### src/rtl/esfr_pkg.sv
// Purpose: Shared constants and types for the sample FIFO readout block.
// Assumes: Byte addressed register port, 32-bit data, serial link mode 0.
// Notes: Offsets, codes, flag bit positions and framing counts live here; buffer depth is a module parameter.
package esfr_pkg;
	// ----------------------------------------
	// Register map
	// ----------------------------------------
	localparam logic [3:0] REG_CTRL = 4'h0;
	localparam logic [3:0] REG_THRESH = 4'h4;
	localparam logic [3:0] REG_STATUS = 4'h8;
	localparam logic [3:0] REG_BEAT = 4'hc;
	localparam int CTRL_CLR_BIT = 0;
	localparam int CTRL_SYNC_BIT = 1;
	localparam int ST_OVF_BIT = 8;
	localparam int ST_IRQ_BIT = 9;
	localparam logic [5:0] THRESH_RST = 6'h10;
	// ----------------------------------------
	// Link commands and framing counts
	// ----------------------------------------
	localparam logic [7:0] CMD_BURST = 8'h20;
	localparam logic [7:0] CMD_SINGLE = 8'h21;
	localparam logic [7:0] CMD_BEAT = 8'h25;
	localparam logic [5:0] CNT_CMD_LAST = 6'h07;
	localparam logic [5:0] CNT_WORD_LAST = 6'h1f;
	localparam logic [5:0] CNT_BURST_RESTART = 6'h08;
	// ----------------------------------------
	// Word layout and tags
	// ----------------------------------------
	localparam int WORD_W = 24;
	localparam int SAMPLE_W = 18;
	localparam int BEAT_W = 14;
	localparam int ENTRY_FAST_BIT = 0;
	localparam logic [2:0] TAG_VALID = 3'h0;
	localparam logic [2:0] TAG_FAST = 3'h1;
	localparam logic [2:0] TAG_VALID_EOF = 3'h2;
	localparam logic [2:0] TAG_FAST_EOF = 3'h3;
	localparam logic [2:0] TAG_EMPTY = 3'h6;
	localparam logic [2:0] TAG_OVF = 3'h7;
	localparam logic [2:0] LOW_TAG_FILL = 3'h0;
	localparam logic [9:0] BEAT_PAD = 10'h000;
	localparam logic [4:0] ENTRY_PAD = 5'h00;
	// ----------------------------------------
	// Link state
	// ----------------------------------------
	typedef enum logic [1:0] {
		ST_IDLE = 2'h0,
		ST_CMD = 2'h1,
		ST_DATA = 2'h3,
		ST_DONE = 2'h2
	} esfr_state_t;
endpackage

### src/rtl/esfr_sync2.sv
// Purpose: Two flip-flop synchroniser for pins from outside the clock domain.
// Assumes: Each bit is an independent level.
// Notes: The first stage feeds only the second stage.
`timescale 1ns/1ps
module esfr_sync2 #(
	parameter int W = 1,
	parameter logic [W-1:0] RST_VAL = '0
) (
	// Clock and reset
	input wire logic clk,
	input wire logic rst,
	// Data
	input wire logic [W-1:0] d,
	output logic [W-1:0] q
);
	typedef struct packed {
		logic [W-1:0] meta;
		logic [W-1:0] sync;
	} esfr_sync_t;
	esfr_sync_t s_q;
	esfr_sync_t s_d;
	always_comb
	begin
		s_d.meta = d;
		s_d.sync = s_q.meta;
	end
	always_ff @(posedge clk)
	begin
		if (rst)
		begin
			s_q <= {RST_VAL, RST_VAL};
		end
		else
		begin
			s_q <= s_d;
		end
	end
	assign q = s_q.sync;
endmodule

### src/rtl/esfr_sample_mem.sv
// Purpose: Circular sample storage with one write and one read port.
// Assumes: Pointers are managed by the instantiating logic.
// Notes: Read is combinational so a reload can use the next entry at once.
`timescale 1ns/1ps
module esfr_sample_mem #(
	parameter int W = 24,
	parameter int D = 32,
	parameter int AW = $clog2(D)
) (
	// Clock
	input wire logic clk,
	// Write port
	input wire logic we,
	input wire logic [AW-1:0] waddr,
	input wire logic [W-1:0] wdata,
	// Read port
	input wire logic [AW-1:0] raddr,
	output logic [W-1:0] rdata
);
	logic [W-1:0] mem [D];
	always_ff @(posedge clk)
	begin
		if (we)
		begin
			mem[waddr] <= wdata;
		end
	end
	assign rdata = mem[raddr];
endmodule

### src/rtl/esfr_readout.sv
// Purpose: Sample FIFO with serial readout, fill threshold and overflow.
// Assumes: Link clock is sampled by clk; host holds each bit for 2+ clk cycles.
// Notes: Register port gives clear, resync, threshold, status and interval.
//
// Summary of operation
// - Circular buffer of 32 entries, 24 bits.
// - Single read advances on 32nd rising edge.
// - Burst advances on edge 32 plus n*24.
// - Advanced entries are never returned again.
// - Write pointer moves on each new sample stored; frozen once overflowed.
// - Fill interrupt when unread count reaches threshold.
// - Wrap onto read pointer flags overflow.
// - Clear or resync command empties buffer.
// - Voltage left justified above six tag bits.
// - Sample tag sits at bits 5:3.
// - Tag 000 marks an ordinary sample.
// - Tag 001 marks a fast recovery sample.
// - Last unread uses tag 010 or 011.
// - Empty buffer read returns tag 110.
// - After overflow words carry tag 111.
// - Burst read 0x20, single read 0x21.
// - Command 0x25 returns interval, ten zero bits.
`timescale 1ns/1ps
module esfr_readout #(
	parameter int DEPTH = 32,
	parameter int PTR_W = $clog2(DEPTH)
) (
	// Clock and reset
	input wire logic clk,
	input wire logic rst,
	// Serial link pins
	input wire logic spi_sclk,
	input wire logic spi_csb_n,
	input wire logic spi_mosi,
	output logic spi_miso,
	output logic spi_miso_oe,
	// Acquisition side
	input wire logic sample_valid,
	input wire logic [esfr_pkg::SAMPLE_W-1:0] sample_voltage,
	input wire logic sample_fast,
	input wire logic beat_valid,
	input wire logic [esfr_pkg::BEAT_W-1:0] beat_interval,
	// Register port
	input wire logic [3:0] reg_addr,
	input wire logic [31:0] reg_wdata,
	input wire logic reg_we,
	input wire logic reg_re,
	output logic [31:0] reg_rdata,
	// Status outputs
	output logic fill_level_irq,
	output logic buffer_overflow_flag,
	output logic channel_resync_cmd
);
	// ----------------------------------------
	// State
	// ----------------------------------------
	typedef struct packed {
		esfr_pkg::esfr_state_t st;
		logic sclk_prev;
		logic [5:0] bit_cnt;
		logic [7:0] cmd;
		logic [esfr_pkg::WORD_W-1:0] shift;
		logic real_word;
		logic miso;
		logic miso_oe;
		logic [PTR_W-1:0] rd_ptr;
		logic [PTR_W-1:0] wr_ptr;
		logic [PTR_W:0] count;
		logic ovf;
		logic [PTR_W:0] thresh;
		logic irq;
		logic [esfr_pkg::BEAT_W-1:0] beat;
		logic [31:0] rdata;
		logic resync;
	} esfr_regs_t;
	esfr_regs_t q;
	esfr_regs_t d;
	logic sclk_s;
	logic csb_n_s;
	logic mosi_s;
	logic rise;
	logic fall;
	logic clr;
	logic full;
	logic adv_now;
	logic wr_en;
	logic set_ovf;
	logic [PTR_W-1:0] raddr;
	logic [esfr_pkg::WORD_W-1:0] entry;
	logic [esfr_pkg::WORD_W-1:0] wentry;
	logic [PTR_W:0] cnt_after;
	// ----------------------------------------
	// Pin synchronisers and sample storage
	// ----------------------------------------
	// Chip select resets high so the output stays released during reset.
	esfr_sync2 #(
		.W(3),
		.RST_VAL(3'h2)
	) u_sync (
		.clk(clk),
		.rst(rst),
		.d({spi_sclk, spi_csb_n, spi_mosi}),
		.q({sclk_s, csb_n_s, mosi_s})
	);
	assign wentry = {sample_voltage, esfr_pkg::ENTRY_PAD, sample_fast};
	esfr_sample_mem #(
		.W(esfr_pkg::WORD_W),
		.D(DEPTH),
		.AW(PTR_W)
	) u_mem (
		.clk(clk),
		.we(wr_en),
		.waddr(q.wr_ptr),
		.wdata(wentry),
		.raddr(raddr),
		.rdata(entry)
	);
	// ----------------------------------------
	// Pointer control terms
	// ----------------------------------------
	assign rise = sclk_s & ~q.sclk_prev;
	assign fall = ~sclk_s & q.sclk_prev;
	assign clr = reg_we && (reg_addr == esfr_pkg::REG_CTRL)
		&& (reg_wdata[esfr_pkg::CTRL_CLR_BIT] || reg_wdata[esfr_pkg::CTRL_SYNC_BIT]);
	assign full = (q.count == (PTR_W+1)'(DEPTH));
	// The final edge of a real word marks it read; empty or overflow words do not.
	assign adv_now = rise && !csb_n_s && (q.st == esfr_pkg::ST_DATA)
		&& (q.bit_cnt == esfr_pkg::CNT_WORD_LAST) && q.real_word
		&& (q.count != '0) && !clr;
	// Once overflowed, storage is frozen until a clear, since order is lost anyway.
	assign wr_en = sample_valid && !clr && !q.ovf && (!full || adv_now);
	assign set_ovf = sample_valid && !q.ovf && full && !adv_now;
	assign raddr = q.rd_ptr + PTR_W'(adv_now);
	assign cnt_after = q.count - (PTR_W+1)'(adv_now);
	// ----------------------------------------
	// Word assembly
	// ----------------------------------------
	function automatic logic [esfr_pkg::WORD_W-1:0] make_word(
		input logic ovf,
		input logic empty,
		input logic last,
		input logic [esfr_pkg::WORD_W-1:0] e
	);
		logic [2:0] tag;
		logic [esfr_pkg::SAMPLE_W-1:0] v;
		v = e[esfr_pkg::WORD_W-1 -: esfr_pkg::SAMPLE_W];
		if (ovf)
		begin
			tag = esfr_pkg::TAG_OVF;
			v = '0;
		end
		else if (empty)
		begin
			tag = esfr_pkg::TAG_EMPTY;
			v = '0;
		end
		else if (last)
		begin
			tag = e[esfr_pkg::ENTRY_FAST_BIT] ? esfr_pkg::TAG_FAST_EOF
				: esfr_pkg::TAG_VALID_EOF;
		end
		else
		begin
			tag = e[esfr_pkg::ENTRY_FAST_BIT] ? esfr_pkg::TAG_FAST
				: esfr_pkg::TAG_VALID;
		end
		return {v, tag, esfr_pkg::LOW_TAG_FILL};
	endfunction
	// ----------------------------------------
	// Next state
	// ----------------------------------------
	always_comb
	begin
		logic [7:0] c;
		logic empty;
		c = {q.cmd[6:0], mosi_s};
		empty = (cnt_after == '0);
		d = q;
		d.sclk_prev = sclk_s;
		d.resync = 1'b0;
		d.rdata = '0;
		// Register writes.
		if (reg_we)
		begin
			unique case (reg_addr)
				esfr_pkg::REG_CTRL:
				begin
					d.resync = reg_wdata[esfr_pkg::CTRL_SYNC_BIT];
				end
				esfr_pkg::REG_THRESH:
				begin
					if (reg_wdata == '0)
					begin
						d.thresh = (PTR_W+1)'(1);
					end
					else if (reg_wdata > 32'(DEPTH))
					begin
						d.thresh = (PTR_W+1)'(DEPTH);
					end
					else
					begin
						d.thresh = reg_wdata[PTR_W:0];
					end
				end
				default:
				begin
				end
			endcase
		end
		// Register reads; unmapped offsets read as zero.
		if (reg_re)
		begin
			unique case (reg_addr)
				esfr_pkg::REG_THRESH:
				begin
					d.rdata[PTR_W:0] = q.thresh;
				end
				esfr_pkg::REG_STATUS:
				begin
					d.rdata[PTR_W:0] = q.count;
					d.rdata[esfr_pkg::ST_OVF_BIT] = q.ovf;
					d.rdata[esfr_pkg::ST_IRQ_BIT] = q.irq;
				end
				esfr_pkg::REG_BEAT:
				begin
					d.rdata[esfr_pkg::BEAT_W-1:0] = q.beat;
				end
				default:
				begin
				end
			endcase
		end
		if (beat_valid)
		begin
			d.beat = beat_interval;
		end
		// Buffer pointers and count.
		if (wr_en)
		begin
			d.wr_ptr = q.wr_ptr + 1'b1;
		end
		if (adv_now)
		begin
			d.rd_ptr = q.rd_ptr + 1'b1;
		end
		d.count = cnt_after + (PTR_W+1)'(wr_en);
		// An overflow in the clear cycle survives the clear.
		d.ovf = q.ovf || set_ovf;
		d.irq = (q.count >= q.thresh);
		// Serial link.
		if (csb_n_s)
		begin
			d.st = esfr_pkg::ST_IDLE;
			d.bit_cnt = '0;
			d.miso = 1'b0;
			d.miso_oe = 1'b0;
			d.real_word = 1'b0;
		end
		else
		begin
			d.miso_oe = 1'b1;
			unique case (q.st)
				esfr_pkg::ST_IDLE:
				begin
					d.st = esfr_pkg::ST_CMD;
					d.bit_cnt = '0;
				end
				esfr_pkg::ST_CMD:
				begin
					if (rise)
					begin
						d.cmd = c;
						d.bit_cnt = q.bit_cnt + 1'b1;
						if (q.bit_cnt == esfr_pkg::CNT_CMD_LAST)
						begin
							d.st = esfr_pkg::ST_DATA;
							d.real_word = 1'b0;
							if (c == esfr_pkg::CMD_BEAT)
							begin
								d.shift = {q.beat, esfr_pkg::BEAT_PAD};
							end
							else if (c == esfr_pkg::CMD_BURST || c == esfr_pkg::CMD_SINGLE)
							begin
								d.shift = make_word(q.ovf, empty, cnt_after == 1, entry);
								d.real_word = !q.ovf && !empty;
							end
							else
							begin
								d.st = esfr_pkg::ST_DONE;
							end
						end
					end
					if (fall)
					begin
						d.miso = 1'b0;
					end
				end
				esfr_pkg::ST_DATA:
				begin
					if (rise)
					begin
						d.bit_cnt = q.bit_cnt + 1'b1;
						if (q.bit_cnt == esfr_pkg::CNT_WORD_LAST)
						begin
							if (q.cmd == esfr_pkg::CMD_BURST)
							begin
								d.shift = make_word(q.ovf, empty, cnt_after == 1, entry);
								d.real_word = !q.ovf && !empty;
								d.bit_cnt = esfr_pkg::CNT_BURST_RESTART;
							end
							else
							begin
								d.st = esfr_pkg::ST_DONE;
								d.real_word = 1'b0;
							end
						end
					end
					if (fall)
					begin
						d.miso = q.shift[esfr_pkg::WORD_W-1];
						d.shift = {q.shift[esfr_pkg::WORD_W-2:0], 1'b0};
					end
				end
				esfr_pkg::ST_DONE:
				begin
					if (fall)
					begin
						d.miso = 1'b0;
					end
				end
			endcase
		end
		// Clear and resync both empty the buffer and stop any word in flight from advancing.
		if (clr)
		begin
			d.rd_ptr = '0;
			d.wr_ptr = '0;
			d.count = '0;
			d.ovf = set_ovf;
			d.real_word = 1'b0;
		end
	end
	// ----------------------------------------
	// Registers and outputs
	// ----------------------------------------
	always_ff @(posedge clk)
	begin
		if (rst)
		begin
			q <= '0;
			q.thresh <= (PTR_W+1)'(esfr_pkg::THRESH_RST);
		end
		else
		begin
			q <= d;
		end
	end
	assign spi_miso = q.miso;
	assign spi_miso_oe = q.miso_oe;
	assign reg_rdata = q.rdata;
	assign fill_level_irq = q.irq;
	assign buffer_overflow_flag = q.ovf;
	assign channel_resync_cmd = q.resync;
endmodule

### config.mk
export PLATFORM = sky130hd
export DESIGN_NAME = esfr_readout
export DESIGN_NICKNAME = d
export VERILOG_FILES = /design/src/rtl/esfr_pkg.sv /design/src/rtl/esfr_sync2.sv /design/src/rtl/esfr_sample_mem.sv /design/src/rtl/esfr_readout.sv
export SDC_FILE = /design/constraint.sdc
export NUM_CORES = 1
export LEC_CHECK = 0
export ABC_CLOCK_PERIOD_IN_PS = 9400
export CORE_AREA = 10 10 275 224
export CTS_CLUSTER_SIZE = 30
export DETAILED_ROUTE_END_ITERATION = 16
export DIE_AREA = 0 0 285 234
export DONT_BUFFER_PORTS = 1
export GPL_TIMING_DRIVEN = 0
export HOLD_SLACK_MARGIN = 0.03
export PLACE_DENSITY = 0.73
export SLEW_MARGIN = 20
export SYNTH_ARGS = -nofsm -noshare
export SYNTH_HDL_FRONTEND = slang
export SYNTH_SLANG_ARGS = --single-unit
### constraint.sdc
create_clock -name clk -period 9.4 [get_ports clk]
set_input_delay 0.47 -clock clk [delete_from_list [all_inputs] [get_ports clk]]
set_output_delay 0.47 -clock clk [all_outputs]
set_load 0.03 [all_outputs]
---- After elaboration in Yosys (flattened, before gate mapping) ----
Memories as Yosys holds them, arrays and structs flattened.
Index checks and enable logic that the tools add are counted.
operators by class
  order comparisons ....................... 2
  multiplexer cells ....................... 42
  reductions and logical operators ........ 47
  bitwise gates (word level) .............. 9
  equal/unequal tests ..................... 25
  $add $sub $neg .......................... 6
operators with widths
  kind                   count
  $mux W25               5
  $mux W24               3
  $pmux W25 S2           1
  $mux W39               1
  $mux W18               2
  $pmux W6 S3            2
  $eq A8 B6 Y1 const B   4
  $gt A32 B6 Y1 const B  1
  $logic_not A32 Y1      1
  $mux W6                5
  $logic_and A1 B1 Y1    15
  $mux W1                12
  $mux W2                6
  $add A5 B1 Y5 const B  2
  $ne A2 B2 Y1 const B   5
  $reduce_and A3 Y1      3
  $reduce_or A3 Y1       3
  $eq A4 B4 Y1 const B   2
  $reduce_and A8 Y1      1
  $reduce_or A2 Y1       4
  $not A1 Y1             7
  $add A6 B1 Y6          1
  $add A6 B1 Y6 const B  1
  $eq A6 B1 Y1 const B   1
  other kinds (29)       43
storage, ports and cells
  memories ................................ 1
  output and inout bits ................... 37
  input bits .............................. 78
  memory bits (writable) .................. 608
  word-level logic and storage cells ...... 153
  register bits ........................... 121
memories
  name       words  width  read ports  clocked after memory_dff  wr ports  RTL line               text
  u_mem.mem  32     19     1           0                         1         esfr_sample_mem.sv:20  logic [W-1:0] mem [D];

---- Logic depth before layout (Yosys ltp) ----
An unclocked memory read counts as a cell.
  depth in word-level cells ............... 20
  gate-level depth with buffers ........... 15
  gate-level depth less buffers ........... 13

---- Hierarchy ----
A second synthesis with hierarchy kept.
second synthesis, totals
  cells, all modules ...................... 2265
  area, all modules ....................... 35103.7 µm²
by module, submodules not included
  module           instances  area each (µm²)  seq. area each (µm²)  cells an instance
  esfr_sample_mem  1          30000.0          23062.1               1687
  esfr_readout     1          4946.0           1921.8                566
  esfr_sync2       1          157.7            120.1                 12

---- Least setup slack after synthesis ----
No wires, ideal clock.
  path type ............................... input to register
  from .................................... input reg_addr[1]
  to ...................................... register q[82] (netlist bit)
  slack ................................... 5.703 ns
  arrival ................................. 3.574 ns
  buffers on the path ..................... 3
  library setup time ...................... 0.122 ns
  data required time ...................... 9.278 ns
  cell stages on the path ................. 13
  cells stage by stage .................... or3b_2 > nor4_2 > nor3_2 > ha_1 > ha_1 > clkbuf_1 > clkbuf_1 > buf_1 > mux4_2 > nand2_1 > nand3_1 > nand4_1 > o22ai_2
between the ends
  word-level cells in the longest chain between the ends .. 15
  elaborated cells on any way between the ends .. 21
  those cells by class .................... 2 x add/sub; 12 x mux; 6 x reduce/logical; 1 x memory
ends and longest elaborated chain
  element                                              RTL line                                  text
  start, declared                                      esfr_readout.sv:44                        input wire logic [3:0] reg_addr,
  $logic_not A4 Y1 *                                   esfr_readout.sv:123                       assign clr = reg_we && (reg_addr == esfr_pkg::REG_CTRL)
  $logic_and A1 B1 Y1 *                                esfr_readout.sv:123
  $logic_and A1 B1 Y1 *                                esfr_readout.sv:124                       && (reg_wdata[esfr_pkg::CTRL_CLR_BIT] || reg_wdata[esfr_pkg::CTRL_SYNC_BIT]);
  $logic_not A1 Y1 *                                   esfr_readout.sv:129                       && (q.count != '0) && !clr;
  $logic_and A1 B1 Y1 *                                esfr_readout.sv:129
  $add A5 B1 Y5 or $sub A6 B1 Y6 (tied branches)       esfr_readout.sv:133, esfr_readout.sv:134
  $mem_v2 Z32 W19 or $logic_not A6 Y1 (tied branches)  n/a
  $mux W18 *                                           esfr_readout.sv:152                       else if (empty)
  $mux W18 *                                           esfr_readout.sv:147                       if (ovf)
  $mux W25                                             esfr_readout.sv:282                       else if (c == esfr_pkg::CMD_BURST || c == esfr_pkg::CMD_SINGLE)
  $mux W25                                             esfr_readout.sv:251                       if (csb_n_s)
  $mux W24                                             esfr_readout.sv:278                       if (c == esfr_pkg::CMD_BEAT)
  $mux W25                                             esfr_readout.sv:274                       if (q.bit_cnt == esfr_pkg::CNT_CMD_LAST)
  $mux W39                                             esfr_readout.sv:270                       if (rise)
  $pmux W25 S2 *                                       esfr_readout.sv:262                       unique case (q.st)
  end, declared                                        esfr_readout.sv:76                        esfr_regs_t q;
Mark *: on every way between the ends. The rest lies on a longest branch, timed or not. The select of a mux whose other input is x is not followed.
A chain may end at the register's enable or synchronous reset.

---- Worst setup path after layout ----
  from .................................... register q[106] (netlist bit)
  to ...................................... register q[90] (netlist bit)
between the ends
  word-level cells in the longest chain between the ends .. 15
  elaborated cells on any way between the ends .. 25
  those cells by class .................... 2 x add/sub; 4 x eq/ne; 12 x mux; 6 x reduce/logical; 1 x memory
ends and longest elaborated chain
  element                                              RTL line                                  text
  $eq A6 B5 Y1                                         esfr_readout.sv:128, esfr_readout.sv:303
  $logic_and A1 B1 Y1 (2 in series)                    esfr_readout.sv:128                       && (q.bit_cnt == esfr_pkg::CNT_WORD_LAST) && q.real_word
  $logic_and A1 B1 Y1 (2 in series)                    esfr_readout.sv:129
  $add A5 B1 Y5 or $sub A6 B1 Y6 (tied branches)       esfr_readout.sv:133, esfr_readout.sv:134
  $mem_v2 Z32 W19 or $logic_not A6 Y1 (tied branches)  n/a
  $mux W18                                             esfr_readout.sv:152
  $mux W18                                             esfr_readout.sv:147
  $mux W25                                             esfr_readout.sv:282
  $mux W25                                             esfr_readout.sv:251
  $mux W24                                             esfr_readout.sv:278
  $mux W25                                             esfr_readout.sv:274
  $mux W39                                             esfr_readout.sv:270
  $pmux W25 S2                                         esfr_readout.sv:262
Several ways; a longest one is shown, not always the timed one. The select of a mux whose other input is x is not followed.

==> qor.txt <==
Die Ht: 234 um
Pwr/cell area: 190 mW/mm^2
WS Path Type: flop to flop
Residual DRC: 0
Multi-input logic area: 0.00808 sq mm
Slowest-stage cell, CP: clkbuf_1
Critical path's most frequent cell: ha_1
Net Sw Frac: 0.216
Sequential share of power: 0.547
Overall routing resource usage: 0.214
Final Cell Area: 0.0332 sq mm
Minimum clock period: 5.72 ns
Vias per cell: 6.23
Routed Antenna Nets: 0
Setup-violating endpoint count in the final report: 0
Seq/Total Area, Yosys: 0.704
Fillers: 4033
GRT overflow: 0
Final WL: 72400 um
Setup Fix Bufs, Post-CTS: 0
Unrepaired setup endpoints after global routing: no
H-tree depth: 3
Final core utilization: 0.592
Worst Max-Slew Pin Slew: 1.17 ns
Dpl hpwl: 47500 um
Max Transition Viols Final: 0
Clk pwr share: 0.423
Max Cap Violations: 0
Final cycle utilization of the critical path: 0.608
Layout cells sized above 1: 0.224
WP data required: 9.91 ns
Final Hold Violating Endpoints: 0
Vias in the first global route: 16100
Die area: 0.0667 sq mm
Nets@finish: 1958
Register area: 0.0203 sq mm
Setup WS pre-CTS: 3.71 ns
CTS buffer count: 68
Area Overhead vs Synth: 15.2%
Worst setup SP type: flop
CP max FO: 10
Root Driver: clkbuf_16
CTS Buffer Depth: 3
Hold Path Class: input pin to flop
Status: finished, final reports clean
Top Ports: 115
Worst skew pair latency: 0.63 ns
Hold slack: 0.0982 ns
Main synth FF type: edfxtp_1
GP Congestion: 0.884
First-pass GRT wire length: 106000 um
Synth Instances: 1708
DP Area: 0.0306 sq mm
Post-Syn Area per Cell: 16.9 sq um
DRT iter0 DRCs: 2300
VDD IR-drop max: 0.148 mV
Post-cts hold buffer count: 40
Pleak: 10.6 nW
Max-Slew Margin vs Limit: 0.200
Setup TNS: 0 ns
Synth Register Bits: 710
Synth unique cells: 78
Crit end category: flop
Worst Path Arrival: 6.23 ns
DR WL/cell: 27.1 um
Post-CTS sizing: 0
Ant. Diodes: 0
Crit path cell chain: ha_1 -> and4b_1 -> nand4_1 -> nor3_2 -> ha_1 -> ha_1 -> clkbuf_1 -> clkbuf_1 -> buf_1 -> mux4_2 -> nand2_1 -> nand3_1 -> nand4_1 -> o21ai_2
Row count: 78
Chip Width: 285 um
Port bufs: 0
Clock Skew: 0.0352 ns
Initial core utilization: 0.514
1st-pass router iterations: 6
Mapped Area: 0.0288 sq mm
Initial antenna violation count: 2
CTS tree: yes
Clock Sink Count: 710
Crit path largest cell delay: 0.78 ns
Internal cell power: 0.00495 W
FFs w/ async S/R, synth: 0
Peak Freq: 0.175 GHz
Setup WS post-layout: 3.68 ns
Core ar.: 0.0561 sq mm
Largest net degree at the start of global routing: 33
Total number of vias: 16600
Sw Pwr: 0.00136 W
Post-synth EDFFs: 608
Ys Warns: 0
Clock-pin slew on the worst setup and hold paths: 0.06 ns
Combinational power share: 0.031
==> final cells by class <==
| cell class | instances | share of cell area |
|---|---|---|
| clock inverter | 41 | 0.0120 |
| tap | 760 | 0.0286 |
| buffer | 123 | 0.0196 |
| inverter | 26 | 0.00294 |
| timing repair buffer | 60 | 0.0289 |
| multi-input combinational | 866 | 0.243 |
| sequential | 710 | 0.611 |
| clock buffer | 83 | 0.0532 |
==> sequential cells by signal, summed over array words and instances (netlist names) <==
register              count
buffer_overflow_flag      1
channel_resync_cmd        1
fill_level_irq            1
q                        77
reg_rdata                14
spi_miso                  1
spi_miso_oe               1
u_mem.mem               608
u_sync.q                  3
u_sync.s_d                3
==> critical path, delay by kind of cell (launching register included) <==
| family | cells | cell delay, ns |
|---|---|---|
| and+or+nand+nor | 6 | 2.11 |
| buffers and inverters | 3 | 1.84 |
| adders and majority gates | 3 | 0.77 |
| muxes | 1 | 0.41 |
| DFF | 1 | 0.37 |
| AOI/OAI and AO/OA | 1 | 0.07 |
==> final timing paths <==
path | cells after the start | slack, ns | end | from
min reg2reg | 1 | 0.43 | u_sync.q[1] | u_sync.s_d[1]
max reg2reg | 14 | 3.68 | q[90] | q[106]
max | 14 | 3.68 | q[90] | q[106]
min | 3 | 0.1 | q[48] | reg_wdata[5]
==> synthesized netlist by cell type (all sizes together), types with 4 or more instances <==
cell    count  share of area
a211oi      4         0.0012
a21boi      8         0.0021
a21oi      26         0.0045
a221oi      7         0.0021
a22oi      11         0.0029
a31oi      15         0.0035
a32oi      14         0.0043
and2        7         0.0015
and3       15         0.0033
buf        73          0.016
clkbuf     50         0.0065
dfxtp     102          0.071
edfxtp    608           0.63
ha         25          0.011
inv        26         0.0034
mux2        4         0.0016
mux2i      42          0.015
mux4      153           0.12
nand2     133          0.017
nand2b      7         0.0015
nand3      65          0.011
nand3b      7         0.0018
nand4      25         0.0056
nor2      111          0.015
nor2b      14         0.0030
nor3       11         0.0029
nor4       12         0.0033
o211ai     13         0.0034
o21ai      34         0.0068
o22ai      14         0.0039
or2         6         0.0013
or3         9         0.0020
or4         4         0.0014
xnor2      12         0.0039
xor2        9         0.0027
==> cells by family (layout without fill, tap and decap cells) <==
kind of cell | count (synthesis) | after routing | share of synthesized area
muxes | 199 | 199 | 0.136
adders and majority gates | 25 | 25 | 0.0109
other | 1 | 18 | 0.000130
DFF | 710 | 710 | 0.704
AOI/OAI and AO/OA | 166 | 166 | 0.0419
buffers and inverters | 149 | 333 | 0.0260
xor gates and xnor gates | 21 | 21 | 0.00664
and+or+nand+nor | 437 | 437 | 0.0746
==> power by group through the flow <==
stage / Combinational [W] / Sequential [W] / Clock, W
final: 0.000193 / 0.00345 / 0.00267
after global routing: 0.000205 / 0.00345 / 0.00282
after CTS: 0.000191 / 0.00345 / 0.00269
after detailed placement: 0.000132 / 0.00352 / 0
after global placement: 0.000116 / 0.00352 / 0
after floorplan: 0.0000840 / 0.00351 / 0
==> layer usage <==
metal / part of all wire / vias up / track usage
li1: - / 7003 / -
met1: 0.41 / 8537 / 0.305
met2: 0.46 / 945 / 0.329
met3: 0.11 / 140 / 0.0471
met4: 0.026 / 2 / 0.0626
met5: 0.00025 / - / 0
==> layout by cell type (no fill, tap or decap), types with 13 or more instances in the layout <==
cell type	netlist	layout
edfxtp_1	608	608
mux4_2	153	153
nand2_1	132	132
dfxtp_1	102	102
nor2_1	110	78
clkbuf_16	0	68
clkbuf_1	50	64
nand3_1	64	64
mux2i_1	42	42
buf_4	36	36
buf_2	26	33
nor2_4	1	33
a21oi_1	26	26
inv_1	25	25
ha_1	25	25
nand4_1	24	24
o21ai_0	24	24
dlygate4sd3_1	0	23
conb_1	1	18
and3_1	15	15
buf_16	0	15
a31oi_1	14	14
nor2b_1	14	14
a32oi_1	14	14
o211ai_1	13	13
clkinv_2	0	13
==> per-stage QoR <==
| stage | cells | total power (W) |
|---|---|---|
| 2_1_floorplan | 1725 | 0.00360 |
| 3_3_place_gp | 2485 | 0.00364 |
| 3_5_place_dp | 2505 | 0.00365 |
| 4_1_cts | 2669 | 0.00634 |
| 5_1_grt | 2669 | 0.00647 |
| 6_report | 2669 | 0.00631 |
Power figures use the tool's default switching activity.
